==> src/rtl/iad_map.vh <==
// Constants for the instruction attribute decoder: offsets, fields, codes.
// Assumes byte addresses on a 32-bit Avalon-MM slave port.
//
// Overview of operation
// - Decode-break-before instruction decodes only from the oldest decode slot.
// - Decode-break-after instruction stops younger decode in the same cycle.
// - Every decode-break-before instruction also carries decode-break-after.
// - Split instruction issues at decode as a series of internal operations.
// - Pre-synchronising instruction decodes only once all older ones completed.
// - After post-synchronising completion, decode stays blocked for 2 cycles.
// - Wide-source flag marks 64-bit operand need for the interlock.
// - Completion-break-before instruction completes only from the oldest completion slot.
// - Completion-break-after instruction stops younger completion that cycle.
// - Completion-break-after implies before; store-conditional and store-multiple carry before only.
// - Move-from-serialized executes the cycle after oldest and in reservation station.
// - Move-to-serialized executes the cycle after it becomes oldest.
// - Refetch-serialized instruction makes completion trigger a refetch.
// - Privileged instruction executes only in supervisor mode; PRIV_FAULT_O checks slot 0 only, so a slot 1 decode raises no fault.
// - Link-dependent set for linking branches, move-to and move-from link.
// - Count-dependent set for count moves and count-decrementing conditional branches.
// - Update loads and stores go to load/store unit, split, update, all breaks.
// - Load/store multiple: split, expanded, decode breaks; store adds completion-break-before.
// - Link and count moves-to: second simple unit, move-to serialized, completion breaks, branch.
// - Count and link moves-from: simple unit, move-from type, decode breaks.
// - Translation read/search/write: second simple unit, serialized, pre, post, privileged.
// - At most two retire per cycle, in order from the two oldest slots.
`ifndef IAD_MAP_VH
`define IAD_MAP_VH

`define IAD_OFS_CTRL      4'h0
`define IAD_OFS_STATUS    4'h4
`define IAD_OFS_DEC_CNT   4'h8
`define IAD_OFS_RET_CNT   4'hc
`define IAD_CTRL_SUPER    0
`define IAD_CTRL_ENABLE   1
`define IAD_CTRL_RESET    2'h2

`define IAD_POST_CYCLES   2'h2

`define IAD_U_SU          3'h0
`define IAD_U_SU1         3'h1
`define IAD_U_MU          3'h2
`define IAD_U_BU          3'h3
`define IAD_U_LSU         3'h4
`define IAD_U_COMP        3'h5

`define IAD_F_DBB         0
`define IAD_F_DBA         1
`define IAD_F_SPLIT       2
`define IAD_F_UPDATE      3
`define IAD_F_EXPAND      4
`define IAD_F_PRE         5
`define IAD_F_POST        6
`define IAD_F_SRC64       7
`define IAD_F_CBB         8
`define IAD_F_CBA         9
`define IAD_F_MFSER       10
`define IAD_F_MTSER       11
`define IAD_F_REFETCH     12
`define IAD_F_BRANCH      13
`define IAD_F_PRIV        14
`define IAD_F_LINK        15
`define IAD_F_COUNT       16
`define IAD_F_MOVE_FROM_TYPE      17
`define IAD_F_MOVE_TO_TYPE      18
`define IAD_NFLAGS        19

`define IAD_M_UPDATE      19'h0030f
`define IAD_M_LMULT       19'h00017
`define IAD_M_SMULT       19'h00117
`define IAD_M_MTLC        19'h42b00
`define IAD_M_MFLC        19'h20003
`define IAD_M_TLB         19'h04860
`define IAD_M_REFETCH     19'h01300
`define IAD_M_STCX        19'h00140
`define IAD_M_MTMSR       19'h40860
`define IAD_M_MTSPR       19'h40800

`define IAD_SPR_LINK      10'h008
`define IAD_SPR_COUNT     10'h009

`endif

==> src/rtl/iad_decoder.v <==
// Instruction attribute decoder with decode and completion gating.
// Assumes all inputs synchronous to CLK_I; queues hold entries until taken.
`timescale 1ns/100ps
`include "iad_map.vh"

module iad_decoder (
    input  wire        CLK_I,
    input  wire        RSTN_I,
    input  wire [3:0]  AVS_ADDRESS_I,
    input  wire        AVS_READ_I,
    input  wire        AVS_WRITE_I,
    input  wire [31:0] AVS_WRITEDATA_I,
    input  wire [3:0]  AVS_BYTEENABLE_I,
    output wire [31:0] AVS_READDATA_O,
    output wire        AVS_WAITREQUEST_O,
    input  wire        IQ0_VALID_I,
    input  wire [31:0] IQ0_INSTR_I,
    input  wire        IQ1_VALID_I,
    input  wire [31:0] IQ1_INSTR_I,
    input  wire        CQ_EMPTY_I,
    input  wire        CQ0_VALID_I,
    input  wire        CQ0_FINISHED_I,
    input  wire        CQ0_IN_RS_I,
    input  wire [18:0] CQ0_FLAGS_I,
    input  wire        CQ1_VALID_I,
    input  wire        CQ1_FINISHED_I,
    input  wire [18:0] CQ1_FLAGS_I,
    output wire        DEC0_FIRE_O,
    output wire        DEC0_TAKE_O,
    output wire [2:0]  DEC0_UNIT_O,
    output wire [18:0] DEC0_FLAGS_O,
    output wire [4:0]  UOP_INDEX_O,
    output wire        DEC1_FIRE_O,
    output wire [2:0]  DEC1_UNIT_O,
    output wire [18:0] DEC1_FLAGS_O,
    output wire        PRIV_FAULT_O,
    output wire        RETIRE0_O,
    output wire        RETIRE1_O,
    output wire        REFETCH_O,
    output wire        EXEC_MF_OK_O,
    output wire        EXEC_MT_OK_O
);

    // Attribute table lookup
    function [21:0] classify;
        input [31:0] ins;
        reg   [5:0]  op;
        reg   [9:0]  xo;
        reg   [9:0]  spr;
        reg          lk;
        reg          no_dec;
        reg   [2:0]  u;
        reg   [18:0] f;
        begin
            op     = ins[31:26];
            xo     = ins[10:1];
            spr    = {ins[15:11], ins[20:16]};
            lk     = ins[0];
            no_dec = ins[23];
            u      = `IAD_U_SU;
            f      = 19'h0;
            case (op)
                6'h07: u = `IAD_U_MU;
                6'h12: begin
                    u = `IAD_U_BU;
                    f[`IAD_F_BRANCH] = 1'b1;
                    f[`IAD_F_LINK]   = lk;
                end
                6'h10: begin
                    u = `IAD_U_BU;
                    f[`IAD_F_BRANCH] = 1'b1;
                    f[`IAD_F_LINK]   = lk;
                    f[`IAD_F_COUNT]  = ~no_dec;
                end
                6'h11: begin
                    u = `IAD_U_COMP;
                    f = `IAD_M_REFETCH;
                end
                6'h13: begin
                    case (xo)
                        10'h010: begin
                            u = `IAD_U_BU;
                            f[`IAD_F_BRANCH] = 1'b1;
                            f[`IAD_F_LINK]   = lk;
                            f[`IAD_F_COUNT]  = ~no_dec;
                        end
                        10'h210: begin
                            u = `IAD_U_BU;
                            f[`IAD_F_BRANCH] = 1'b1;
                            f[`IAD_F_LINK]   = lk;
                        end
                        10'h000: begin
                            u = `IAD_U_BU;
                            f[`IAD_F_BRANCH] = 1'b1;
                        end
                        10'h096, 10'h032, 10'h033, 10'h026: begin
                            u = `IAD_U_COMP;
                            f = `IAD_M_REFETCH;
                        end
                        default: u = `IAD_U_SU;
                    endcase
                end
                6'h20, 6'h22, 6'h24, 6'h26, 6'h28, 6'h2a, 6'h2c:
                    u = `IAD_U_LSU;
                6'h21, 6'h23, 6'h25, 6'h27, 6'h29, 6'h2b, 6'h2d: begin
                    u = `IAD_U_LSU;
                    f = `IAD_M_UPDATE;
                end
                6'h2e: begin
                    u = `IAD_U_LSU;
                    f = `IAD_M_LMULT;
                end
                6'h2f: begin
                    u = `IAD_U_LSU;
                    f = `IAD_M_SMULT;
                end
                6'h1f: begin
                    case (xo)
                        10'h037, 10'h077, 10'h0b7, 10'h0f7, 10'h137, 10'h177, 10'h1b7: begin
                            u = `IAD_U_LSU;
                            f = `IAD_M_UPDATE;
                        end
                        10'h017, 10'h057, 10'h097, 10'h0d7, 10'h117, 10'h157, 10'h197,
                        10'h216, 10'h256, 10'h316, 10'h396: u = `IAD_U_LSU;
                        10'h014: begin
                            u = `IAD_U_LSU;
                            f[`IAD_F_PRE] = 1'b1;
                        end
                        10'h096: begin
                            u = `IAD_U_LSU;
                            f = `IAD_M_STCX;
                        end
                        10'h312, 10'h236: begin
                            u = `IAD_U_LSU;
                            f[`IAD_F_PRIV] = 1'b1;
                        end
                        10'h3b2, 10'h392, 10'h3d2: begin
                            u = `IAD_U_SU1;
                            f = `IAD_M_TLB;
                        end
                        10'h200: begin
                            u = `IAD_U_BU;
                            f[`IAD_F_PRE] = 1'b1;
                            f[`IAD_F_POST] = 1'b1;
                            f[`IAD_F_BRANCH] = 1'b1;
                        end
                        10'h013: begin
                            u = `IAD_U_SU1;
                            f[`IAD_F_MOVE_FROM_TYPE] = 1'b1;
                            f[`IAD_F_MTSER] = 1'b1;
                        end
                        10'h090: begin
                            f[`IAD_F_SPLIT] = 1'b1;
                            f[`IAD_F_PRE] = 1'b1;
                            f[`IAD_F_POST] = 1'b1;
                            f[`IAD_F_MTSER] = 1'b1;
                            f[`IAD_F_MOVE_TO_TYPE] = 1'b1;
                        end
                        10'h083, 10'h0a3: begin
                            u = `IAD_U_SU1;
                            f[`IAD_F_POST] = 1'b1;
                            f[`IAD_F_MTSER] = 1'b1;
                            f[`IAD_F_PRIV] = 1'b1;
                        end
                        10'h173: begin
                            u = `IAD_U_SU1;
                            f[`IAD_F_MOVE_FROM_TYPE] = 1'b1;
                        end
                        10'h143: begin
                            u = `IAD_U_SU1;
                            f[`IAD_F_MOVE_FROM_TYPE] = 1'b1;
                        end
                        10'h1c3: begin
                            u = `IAD_U_SU1;
                            f[`IAD_F_MOVE_TO_TYPE] = 1'b1;
                            f[`IAD_F_MTSER] = 1'b1;
                        end
                        10'h01a: u = `IAD_U_SU1;
                        10'h00b, 10'h04b, 10'h0eb, 10'h1eb: u = `IAD_U_MU;
                        10'h092: f = `IAD_M_MTMSR;
                        10'h053: begin
                            u = `IAD_U_SU1;
                            f[`IAD_F_MOVE_FROM_TYPE] = 1'b1;
                        end
                        10'h153: begin
                            if (spr == `IAD_SPR_LINK || spr == `IAD_SPR_COUNT) begin
                                u = `IAD_U_SU;
                                f = `IAD_M_MFLC;
                                f[`IAD_F_LINK]  = (spr == `IAD_SPR_LINK);
                                f[`IAD_F_COUNT] = (spr == `IAD_SPR_COUNT);
                            end else begin
                                u = `IAD_U_SU1;
                                f[`IAD_F_MOVE_FROM_TYPE] = 1'b1;
                            end
                        end
                        10'h1d3: begin
                            u = `IAD_U_SU1;
                            if (spr == `IAD_SPR_LINK || spr == `IAD_SPR_COUNT) begin
                                f = `IAD_M_MTLC;
                                f[`IAD_F_LINK]  = (spr == `IAD_SPR_LINK);
                                f[`IAD_F_COUNT] = (spr == `IAD_SPR_COUNT);
                            end else begin
                                f = `IAD_M_MTSPR;
                            end
                        end
                        default: u = `IAD_U_SU;
                    endcase
                end
                default: u = `IAD_U_SU;
            endcase
            classify = {u, f};
        end
    endfunction

    wire [63:0] iq_bus = {IQ1_INSTR_I, IQ0_INSTR_I};
    wire [21:0] cls [0:1];

    genvar g;
    generate
        for (g = 0; g < 2; g = g + 1) begin : g_slot
            assign cls[g] = classify(iq_bus[32*g +: 32]);
        end
    endgenerate

    wire [18:0] f0 = cls[0][18:0];
    wire [18:0] f1 = cls[1][18:0];

    reg  [1:0]  ctrl_q;
    reg  [1:0]  post_cnt_q;
    reg  [1:0]  post_cnt_d;
    reg  [4:0]  uop_q;
    reg  [31:0] dec_cnt_q;
    reg  [31:0] ret_cnt_q;
    reg         refetch_q;
    reg         mf_ok_q;
    reg         mt_ok_q;
    reg         ack_q;
    reg  [31:0] rdata_q;
    reg  [31:0] rdata_d;

    // Completion in order from the two oldest slots
    wire ret0 = CQ0_VALID_I & CQ0_FINISHED_I;
    wire ret1 = ret0 & CQ1_VALID_I & CQ1_FINISHED_I
              & ~CQ1_FLAGS_I[`IAD_F_CBB]
              & ~CQ0_FLAGS_I[`IAD_F_CBA]
              & ~CQ0_FLAGS_I[`IAD_F_REFETCH];

    wire post_ret = (ret0 & CQ0_FLAGS_I[`IAD_F_POST])
                  | (ret1 & CQ1_FLAGS_I[`IAD_F_POST]);
    wire post_block = post_ret | (post_cnt_q != 2'h0);

    // Micro-operation sequencing of split instructions
    wire [5:0] uop_total = f0[`IAD_F_EXPAND] ? (6'h20 - {1'b0, IQ0_INSTR_I[25:21]}) : 6'h2;
    wire       uop_last  = ({1'b0, uop_q} == (uop_total - 6'h1));

    wire dec0 = IQ0_VALID_I & ctrl_q[`IAD_CTRL_ENABLE] & ~post_block
              & (~f0[`IAD_F_PRE] | CQ_EMPTY_I);
    wire take0 = dec0 & (~f0[`IAD_F_SPLIT] | uop_last);
    wire dec1 = take0 & IQ1_VALID_I
              & ~f0[`IAD_F_DBA]
              & ~f1[`IAD_F_DBB]
              & ~f1[`IAD_F_PRE];

    // Instructions taken and retired this cycle
    wire [1:0] n_dec = {1'b0, take0} + {1'b0, dec1};
    wire [1:0] n_ret = {1'b0, ret0} + {1'b0, ret1};

    always @* begin
        if (post_ret) begin
            post_cnt_d = `IAD_POST_CYCLES;
        end else if (post_cnt_q != 2'h0) begin
            post_cnt_d = post_cnt_q - 2'h1;
        end else begin
            post_cnt_d = 2'h0;
        end
    end

    // Register bus decode
    wire req     = AVS_READ_I | AVS_WRITE_I;
    wire wr_ctrl = AVS_WRITE_I & ack_q & AVS_BYTEENABLE_I[0]
                 & (AVS_ADDRESS_I == `IAD_OFS_CTRL);

    always @* begin
        case (AVS_ADDRESS_I)
            `IAD_OFS_CTRL:    rdata_d = {30'h0, ctrl_q};
            `IAD_OFS_STATUS:  rdata_d = {25'h0, uop_q, post_cnt_q};
            `IAD_OFS_DEC_CNT: rdata_d = dec_cnt_q;
            `IAD_OFS_RET_CNT: rdata_d = ret_cnt_q;
            default:          rdata_d = 32'h0;
        endcase
    end

    always @(posedge CLK_I) begin
        if (!RSTN_I) begin
            ctrl_q     <= `IAD_CTRL_RESET;
            post_cnt_q <= 2'h0;
            uop_q      <= 5'h0;
            dec_cnt_q  <= 32'h0;
            ret_cnt_q  <= 32'h0;
            refetch_q  <= 1'b0;
            mf_ok_q    <= 1'b0;
            mt_ok_q    <= 1'b0;
            ack_q      <= 1'b0;
            rdata_q    <= 32'h0;
        end else begin
            ack_q      <= req & ~ack_q;
            if (AVS_READ_I & ~ack_q) begin
                rdata_q <= rdata_d;
            end
            if (wr_ctrl) begin
                ctrl_q <= AVS_WRITEDATA_I[1:0];
            end
            post_cnt_q <= post_cnt_d;
            if (take0) begin
                uop_q <= 5'h0;
            end else if (dec0 & f0[`IAD_F_SPLIT]) begin
                uop_q <= uop_q + 5'h1;
            end
            dec_cnt_q  <= dec_cnt_q + {30'h0, n_dec};
            ret_cnt_q  <= ret_cnt_q + {30'h0, n_ret};
            refetch_q  <= ret0 & CQ0_FLAGS_I[`IAD_F_REFETCH];
            mf_ok_q    <= CQ0_VALID_I & CQ0_FLAGS_I[`IAD_F_MFSER] & CQ0_IN_RS_I;
            mt_ok_q    <= CQ0_VALID_I & CQ0_FLAGS_I[`IAD_F_MTSER];
        end
    end

    assign AVS_WAITREQUEST_O = req & ~ack_q;
    assign AVS_READDATA_O    = rdata_q;
    assign DEC0_FIRE_O       = dec0;
    assign DEC0_TAKE_O       = take0;
    assign DEC0_UNIT_O       = cls[0][21:19];
    assign DEC0_FLAGS_O      = f0;
    assign UOP_INDEX_O       = uop_q;
    assign DEC1_FIRE_O       = dec1;
    assign DEC1_UNIT_O       = cls[1][21:19];
    assign DEC1_FLAGS_O      = f1;
    assign PRIV_FAULT_O      = dec0 & f0[`IAD_F_PRIV] & ~ctrl_q[`IAD_CTRL_SUPER];
    assign RETIRE0_O         = ret0;
    assign RETIRE1_O         = ret1;
    assign REFETCH_O         = refetch_q;
    assign EXEC_MF_OK_O      = mf_ok_q;
    assign EXEC_MT_OK_O      = mt_ok_q;

endmodule // iad_decoder

==> config.mk <==
export PLATFORM = sky130hd
export DESIGN_NAME = iad_decoder
export DESIGN_NICKNAME = d
export VERILOG_FILES = /design/src/rtl/iad_decoder.v
export VERILOG_INCLUDE_DIRS = /design/src /design/src/rtl
export SDC_FILE = /design/constraint.sdc
export NUM_CORES = 1
export LEC_CHECK = 0
export BUFFER_PORTS_ARGS = -buffer_cell sky130_fd_sc_hd__buf_2
export CAP_MARGIN = 20
export CORE_MARGIN = 10
export CORE_UTILIZATION = 35
export DETAILED_ROUTE_END_ITERATION = 10
export PLACE_DENSITY = 0.6
export SKIP_LAST_GASP = 1
export SLEW_MARGIN = 20
export SYNTH_ARGS = -nofsm -noshare
export SYNTH_HDL_FRONTEND = slang
export SYNTH_SLANG_ARGS = --single-unit
==> constraint.sdc <==
create_clock -name CLK_I -period 6.3 [get_ports CLK_I]
set_input_delay 0.63 -clock CLK_I [delete_from_list [all_inputs] [get_ports CLK_I]]
set_output_delay 0.63 -clock CLK_I [all_outputs]
set_load 0.01 [all_outputs]
[Word level (Yosys, flattened, before mapping)]
Index checks and enable logic that the tools add are counted.
Operators by class
  $add $sub $neg: 8
  equal/unequal tests: 146
  muxes and demuxes: 62
  bitwise operators: 48
  reductions and logical operators: 42
Operator list (number)
  == test 10 x 9 -> 1 bit (second input constant): 24
  == test 10 bit (second input constant): 22
  == test 10 x 8 -> 1 bit (second input constant): 20
  == test 6 bit (second input constant): 32
  case mux 13 bit (6 select lines): 2
  case mux 32 bit (4 select lines): 1
  == test 10 x 5 -> 1 bit (second input constant): 10
  == test 10 x 6 -> 1 bit (second input constant): 8
  == test 10 x 7 -> 1 bit (second input constant): 8
  two-way mux 17 bit: 4
  adder 32 x 2 -> 32 bit: 2
  == test 10 x 4 -> 1 bit (second input constant): 6
  == test 6 x 5 -> 1 bit (second input constant): 10
  OR reduction 7 bit: 8
  case mux 1 bit (3 select lines): 18
  OR reduction 22 bit: 2
  case mux 3 bit (6 select lines): 2
  OR reduction 9 bit: 4
  case mux 4 bit (4 select lines): 2
  OR reduction 16 bit: 2
  case mux 3 bit (5 select lines): 2
  AND 1 bit: 28
  two-way mux 13 bit: 2
  case mux 2 bit (3 select lines): 4
  27 further kinds: 83
Storage, ports and cells
  register bits: 109
  bits of input ports: 154
  output and inout port bits: 91
  word-level logic and storage cells: 317

[Logic depth before layout (Yosys ltp)]
  depth after elaboration: 19
  depth in mapped cells: 23
  depth with buffers taken out: 21

[Least setup slack after synthesis]
Ideal clock, no wire load.
  path type: input to register
  start: in IQ0_INSTR_I[27]
  end: reg dec_cnt_q[27]
  library setup time: 128 ps
  data arrival time: 4858 ps
  required time: 6172 ps
  setup slack: 1314 ps
  stages: 20
  path buffers: 2
  cell sequence: clkbuf_1 and3_1 nand2_1 inv_2 nand2_1 ha_1 clkbuf_1 or3_1 a21oi_1 nor3_1 nor3_1 o21ai_0 fa_1 nand3b_1 nor4_2 nand4_1 nor2_1 nand4_1 xor2_1 nor2_1
Between the ends
  longest elaborated chain between the ends: 14
  elaborated cells on any way between the ends: 30
  classes of those cells: add/sub (3); eq/ne (13); mux (2); bitwise (11); reduce/logical (1)
RTL lines
  start: declaration: RTL line iad_decoder.v:17  | input wire [31:0] IQ0_INSTR_I,
  == test 6 bit: RTL line iad_decoder.v:62  | case (op)
  OR reduction 7 bit
  case mux 13 bit (6 select lines) (*): RTL line iad_decoder.v:62
  net DEC0_FLAGS_O[4]: RTL line iad_decoder.v:31  | output wire [18:0] DEC0_FLAGS_O,
  two-way mux 6 bit (*): RTL line iad_decoder.v:253  | wire [5:0] uop_total = f0[`IAD_F_EXPAND] ? (6'h20 - {1'b0, IQ0_INSTR_I[25:21]}) : 6'h2;
  subtractor 6 x 1 -> 6 bit (*): RTL line iad_decoder.v:254  | wire uop_last = ({1'b0, uop_q} == (uop_total - 6'h1));
  == test 5 x 6 -> 1 bit (*): RTL line iad_decoder.v:254
  bitwise OR 1 bit (*): RTL line iad_decoder.v:258  | wire take0 = dec0 & (~f0[`IAD_F_SPLIT] | uop_last);
  AND 1 bit (*): RTL line iad_decoder.v:258
  AND 1 bit (4 in series): RTL line iad_decoder.v:259  | wire dec1 = take0 & IQ1_VALID_I
  adder 1 x 1 -> 2 bit (*): RTL line iad_decoder.v:265  | wire [1:0] n_dec = {1'b0, take0} + {1'b0, dec1};
  adder 32 x 2 -> 32 bit (*): RTL line iad_decoder.v:319  | dec_cnt_q <= dec_cnt_q + {30'h0, n_dec};
  end signal: assignment: RTL line iad_decoder.v:319
  end: declaration: RTL line iad_decoder.v:232  | reg [31:0] dec_cnt_q;
Mark *: on every way through the listed nets, which the timed path passes. The rest lies on a longest branch.
A chain may end at the register's enable or synchronous reset.

[Final worst setup path]
  start: in IQ0_INSTR_I[27]
  end: reg dec_cnt_q[25]
Between the ends
  longest elaborated chain between the ends: 14
  elaborated cells on any way between the ends: 30
  classes of those cells: add/sub (3); eq/ne (13); mux (2); bitwise (11); reduce/logical (1)
RTL lines (RTL line)
  == test 6 bit: iad_decoder.v:62
  OR reduction 7 bit
  case mux 13 bit (6 select lines) (*): iad_decoder.v:62
  two-way mux 6 bit: iad_decoder.v:253
  subtractor 6 x 1 -> 6 bit: iad_decoder.v:254
  == test 5 x 6 -> 1 bit: iad_decoder.v:254
  bitwise OR 1 bit: iad_decoder.v:258
  AND 1 bit: iad_decoder.v:258
  AND 1 bit (4 in series): iad_decoder.v:259
  adder 1 x 1 -> 2 bit (*): iad_decoder.v:265
  adder 32 x 2 -> 32 bit (*): iad_decoder.v:319
Every way passes the cells marked *; elsewhere a longest branch is shown, timed or not.

==> results.py <==
metrics = {
    "critical_path": {
        "critPathSlowestCell": "fa_1",
        "cp_common_cell": "nand2_1",
        "critPathLaunchType": "input port",
        "critPathRequiredTime_ns": 6.51,
        "end_kind": "flop",
        "rr_worst_depth": 14,
        "cp_num_buf_inv": 3,
        "path_max_fanout": 10,
        "path_cells": "buf_2, and3_1, nand2_1, inv_2, nand2_1, ha_1, or3_1, a21oi_1, nor3_1, nor3_1, o21ai_0, fa_1, nand3b_1, nor4_2, buf_4, nand4_1, nor2_1, nand2_1, xor2_1, nor2_1",
        "cp_top_family": "simple AND/OR/NAND/NOR gates",
        "critPathMaxStageDelay_ns": 0.49,
        "crit_arrival_ns": 5.48,
        "worstSetupPathType": "input port to flop",
        "cp.depth": 20,
    },
    "timing": {
        "max_slew_margin_pct": 32.61,
        "rsz0062_at_grt": "false",
        "hold_viol": 0,
        "whs_ns": 0.4671,
        "setup_tns_ns": 0,
        "finClkSkew_ns": 0.006821,
        "max_freq_mhz": 189.8,
        "fin_crit_sh_pct": 83.62,
        "tightest_slew_ns": 1.011,
        "drv_slew": 0,
        "setup_violations": 0,
        "period_minus_slack_ns": 5.268,
    },
    "route": {
        "drt_iter0_markers": 375,
        "viasPerCell": 5.327,
        "ant_nets": 0,
        "drcViolationCount": 0,
        "num_vias": 7112,
        "routedWlPerCell_um": 16.60,
        "dr.pass1.iters": 5,
        "wl_um": 22160,
    },
    "cts": {
        "h-tree-depth": 3,
        "cts_buffer_depth": 2,
        "clk_pin_slew_ns": 0.07,
        "cts_tree": "built",
        "cts.hold.buffers_added": 0,
        "numCtsBuffers": 9,
        "clock_sinks": 109,
        "insertion_delay_ns": 0.36,
        "post_cts_resized": 0,
        "clock-root-buffer": "clkbuf_16",
        "cts_setup_buffers": 0,
    },
    "finish": {
        "drive_above_1_share_pct": 20.39,
        "nFillCells": 1989,
        "stdcell_area_sq_um": 8202,
        "post-route-util_pct": 43.27,
        "areaGrowthSynthToFinish_pct": 20.25,
        "nNetsFinal": 1230,
    },
    "logic_synthesis": {
        "synth_commonest_cells": "nor2_1, dfxtp_1, a21oi_1",
        "postSynthCellCount": 932,
        "netlist-cell-type-count": 73,
        "synth_area_sq_um": 6820,
        "synth.most_common_cell": "nor2_1",
        "synth_edf_count": 0,
        "synth_top_area_cell": "dfxtp_1",
        "async_flop_share_pct": 0,
        "synth_area_leaders": "dfxtp_1, nor2_1, a21oi_1, xor2_1, a22oi_1",
        "ys.warnings.count": 0,
        "synth.avg_cell_area_sq_um": 7.318,
        "ys_seq_area_share_pct": 31.99,
        "synth_top_area_share_pct": 31.99,
        "ys.flop_type": "dfxtp_1",
        "ys_ff_latch": 109,
    },
    "grt": {
        "grt_first_pass_wirelength_um": 35900,
        "grt_max_degree": 95,
        "busiest_layer": "met2",
        "grtUsageMet1_pct": 21.08,
        "gr-total-overflow": 0,
        "grt_use_met3_pct": 5.706,
        "use_met2_pct": 26.83,
        "antenna_found_initial": 2,
        "track_usage_pct": 16.75,
        "grt_pass1_vias": 6808,
    },
    "place": {
        "place_area_sq_um": 7843,
        "dp_hpwl_um": 16870,
        "io_buffers": 172,
        "globalplace.congestion": 0.9400,
    },
    "power": {
        "power.leakage_nw": 3.196,
        "p_comb_share_pct": 11.5,
        "p_int_mw": 1.158,
        "ir_worst_vdd_v": 0.0001202,
        "power_mw": 1.548,
        "powerDensity_nw_per_um2": 188.8,
        "swShare_pct": 25.21,
        "p_switching_mw": 0.3904,
        "seq_power_share_pct": 45.0,
        "clkPwrFrac_pct": 43.5,
    },
    "floorplan": {
        "rows": 50,
        "die_y_um": 159.6,
        "pin_count": 245,
        "core-area_sq_um": 18960,
        "die_w_um": 159.6,
        "start_util_pct": 35.98,
        "die-area_sq_um": 25470,
    },
    "outcome": {
        "outcome": "complete, no violations",
    },
    "run": {
        "maxCapViolations": 0,
    },
    "hold_path": {
        "hp-class": "flop to flop",
        "worstHoldPathCells": 1,
    },
}
==> stage by stage <==
step / instances / setup WS [ns]
detailed placement: 1318 / 0.7436
finish: 1335 / 1.032
global route: 1334 / 0.4005
floorplan: 935 / 1.314
CTS: 1334 / 1.034
global placement: 1318 / 0.7849
==> worst paths after layout <==
path | start | end | slack [ns]
min reg2reg | ack_q$_SDFF_PN0_ | ack_q$_SDFF_PN0_ | 0.47
min | ack_q$_SDFF_PN0_ | ack_q$_SDFF_PN0_ | 0.47
max reg2reg | UOP_INDEX_O[1]$_SDFFE_PP0P_ | dec_cnt_q[25]$_SDFF_PN0_ | 2.06
max | IQ0_INSTR_I[27] | dec_cnt_q[25]$_SDFF_PN0_ | 1.03
==> worst register-to-register path, cell delays in order, from the launching register on <==
cell	delay (ns)
dfxtp_1	0.48
xor2_1	0.20
o2111ai_1	0.12
nand4b_1	0.23
nor3_1	0.49
o21ai_0	0.21
fa_1	0.49
nand3b_1	0.34
nor4_2	0.32
buf_4	0.19
nand4_1	0.24
nor2_1	0.40
nand2_1	0.13
xor2_1	0.19
nor2_1	0.05
==> registers in the layout, summed over array words and instances, names as in the netlist <==
signal / count
AVS_READDATA_O: 32
ret_cnt_q: 32
ctrl_q: 2
EXEC_MT_OK_O: 1
REFETCH_O: 1
ack_q: 1
post_cnt_q: 2
dec_cnt_q: 32
UOP_INDEX_O: 5
EXEC_MF_OK_O: 1
==> metal layers <==
metal | vias to the layer above | share of wire [%]
met5 | - | 0.032
met4 | 2 | 1.4
met3 | 28 | 8.1
met2 | 231 | 46
met1 | 3261 | 44
li1 | 3590 | -
==> layout by cell type (no fill, tap or decap), types with 15 or more instances in the layout <==
cell,count
and3_1,15
o21ai_0,24
nor4_1,16
a21oi_1,81
xor2_1,37
nand4_1,25
buf_2,172
inv_1,29
nand3_1,43
a22oi_1,37
nor2_1,164
or3_1,21
xnor2_1,22
dfxtp_1,109
nor3_1,25
nand2_1,69
==> layout make-up <==
class                   instances  area [sq um]  share of cell area, %
diodes                          1         2.502                0.03051
clock inverters                 6         117.6                  1.434
well taps                     260         325.3                  3.966
inverters                      32         120.1                  1.465
flip-flops and latches        109          2182                  26.61
repair buffers                181         928.4                  11.32
clock buffers                  10         239.0                  2.914
multi-input cells             736          4287                  52.27
==> kinds of logic (layout without fill, tap and decap cells) <==
logic type / count (synthesis) / after routing / share of synthesized area [%]
xor gates and xnor gates: 59 / 59 / 7.577
and+or+nand+nor: 465 / 465 / 34.69
buffers and inverters: 90 / 229 / 5.357
AOI/OAI and AO/OA: 194 / 194 / 17.80
DFF: 109 / 109 / 31.99
other: 1 / 5 / 0.05498
adders and majority gates: 8 / 8 / 1.651
muxes: 6 / 6 / 0.8806
==> power by group through the flow <==
stage	clock [mW]	sequential, mW	combinational, mW
after global placement	0	0.713	0.177
after CTS	0.697	0.697	0.178
final	0.673	0.697	0.178
after global routing	0.718	0.698	0.198
after detailed placement	0	0.713	0.177
after floorplan	0	0.713	0.105
(Power assumes the default switching activity.)
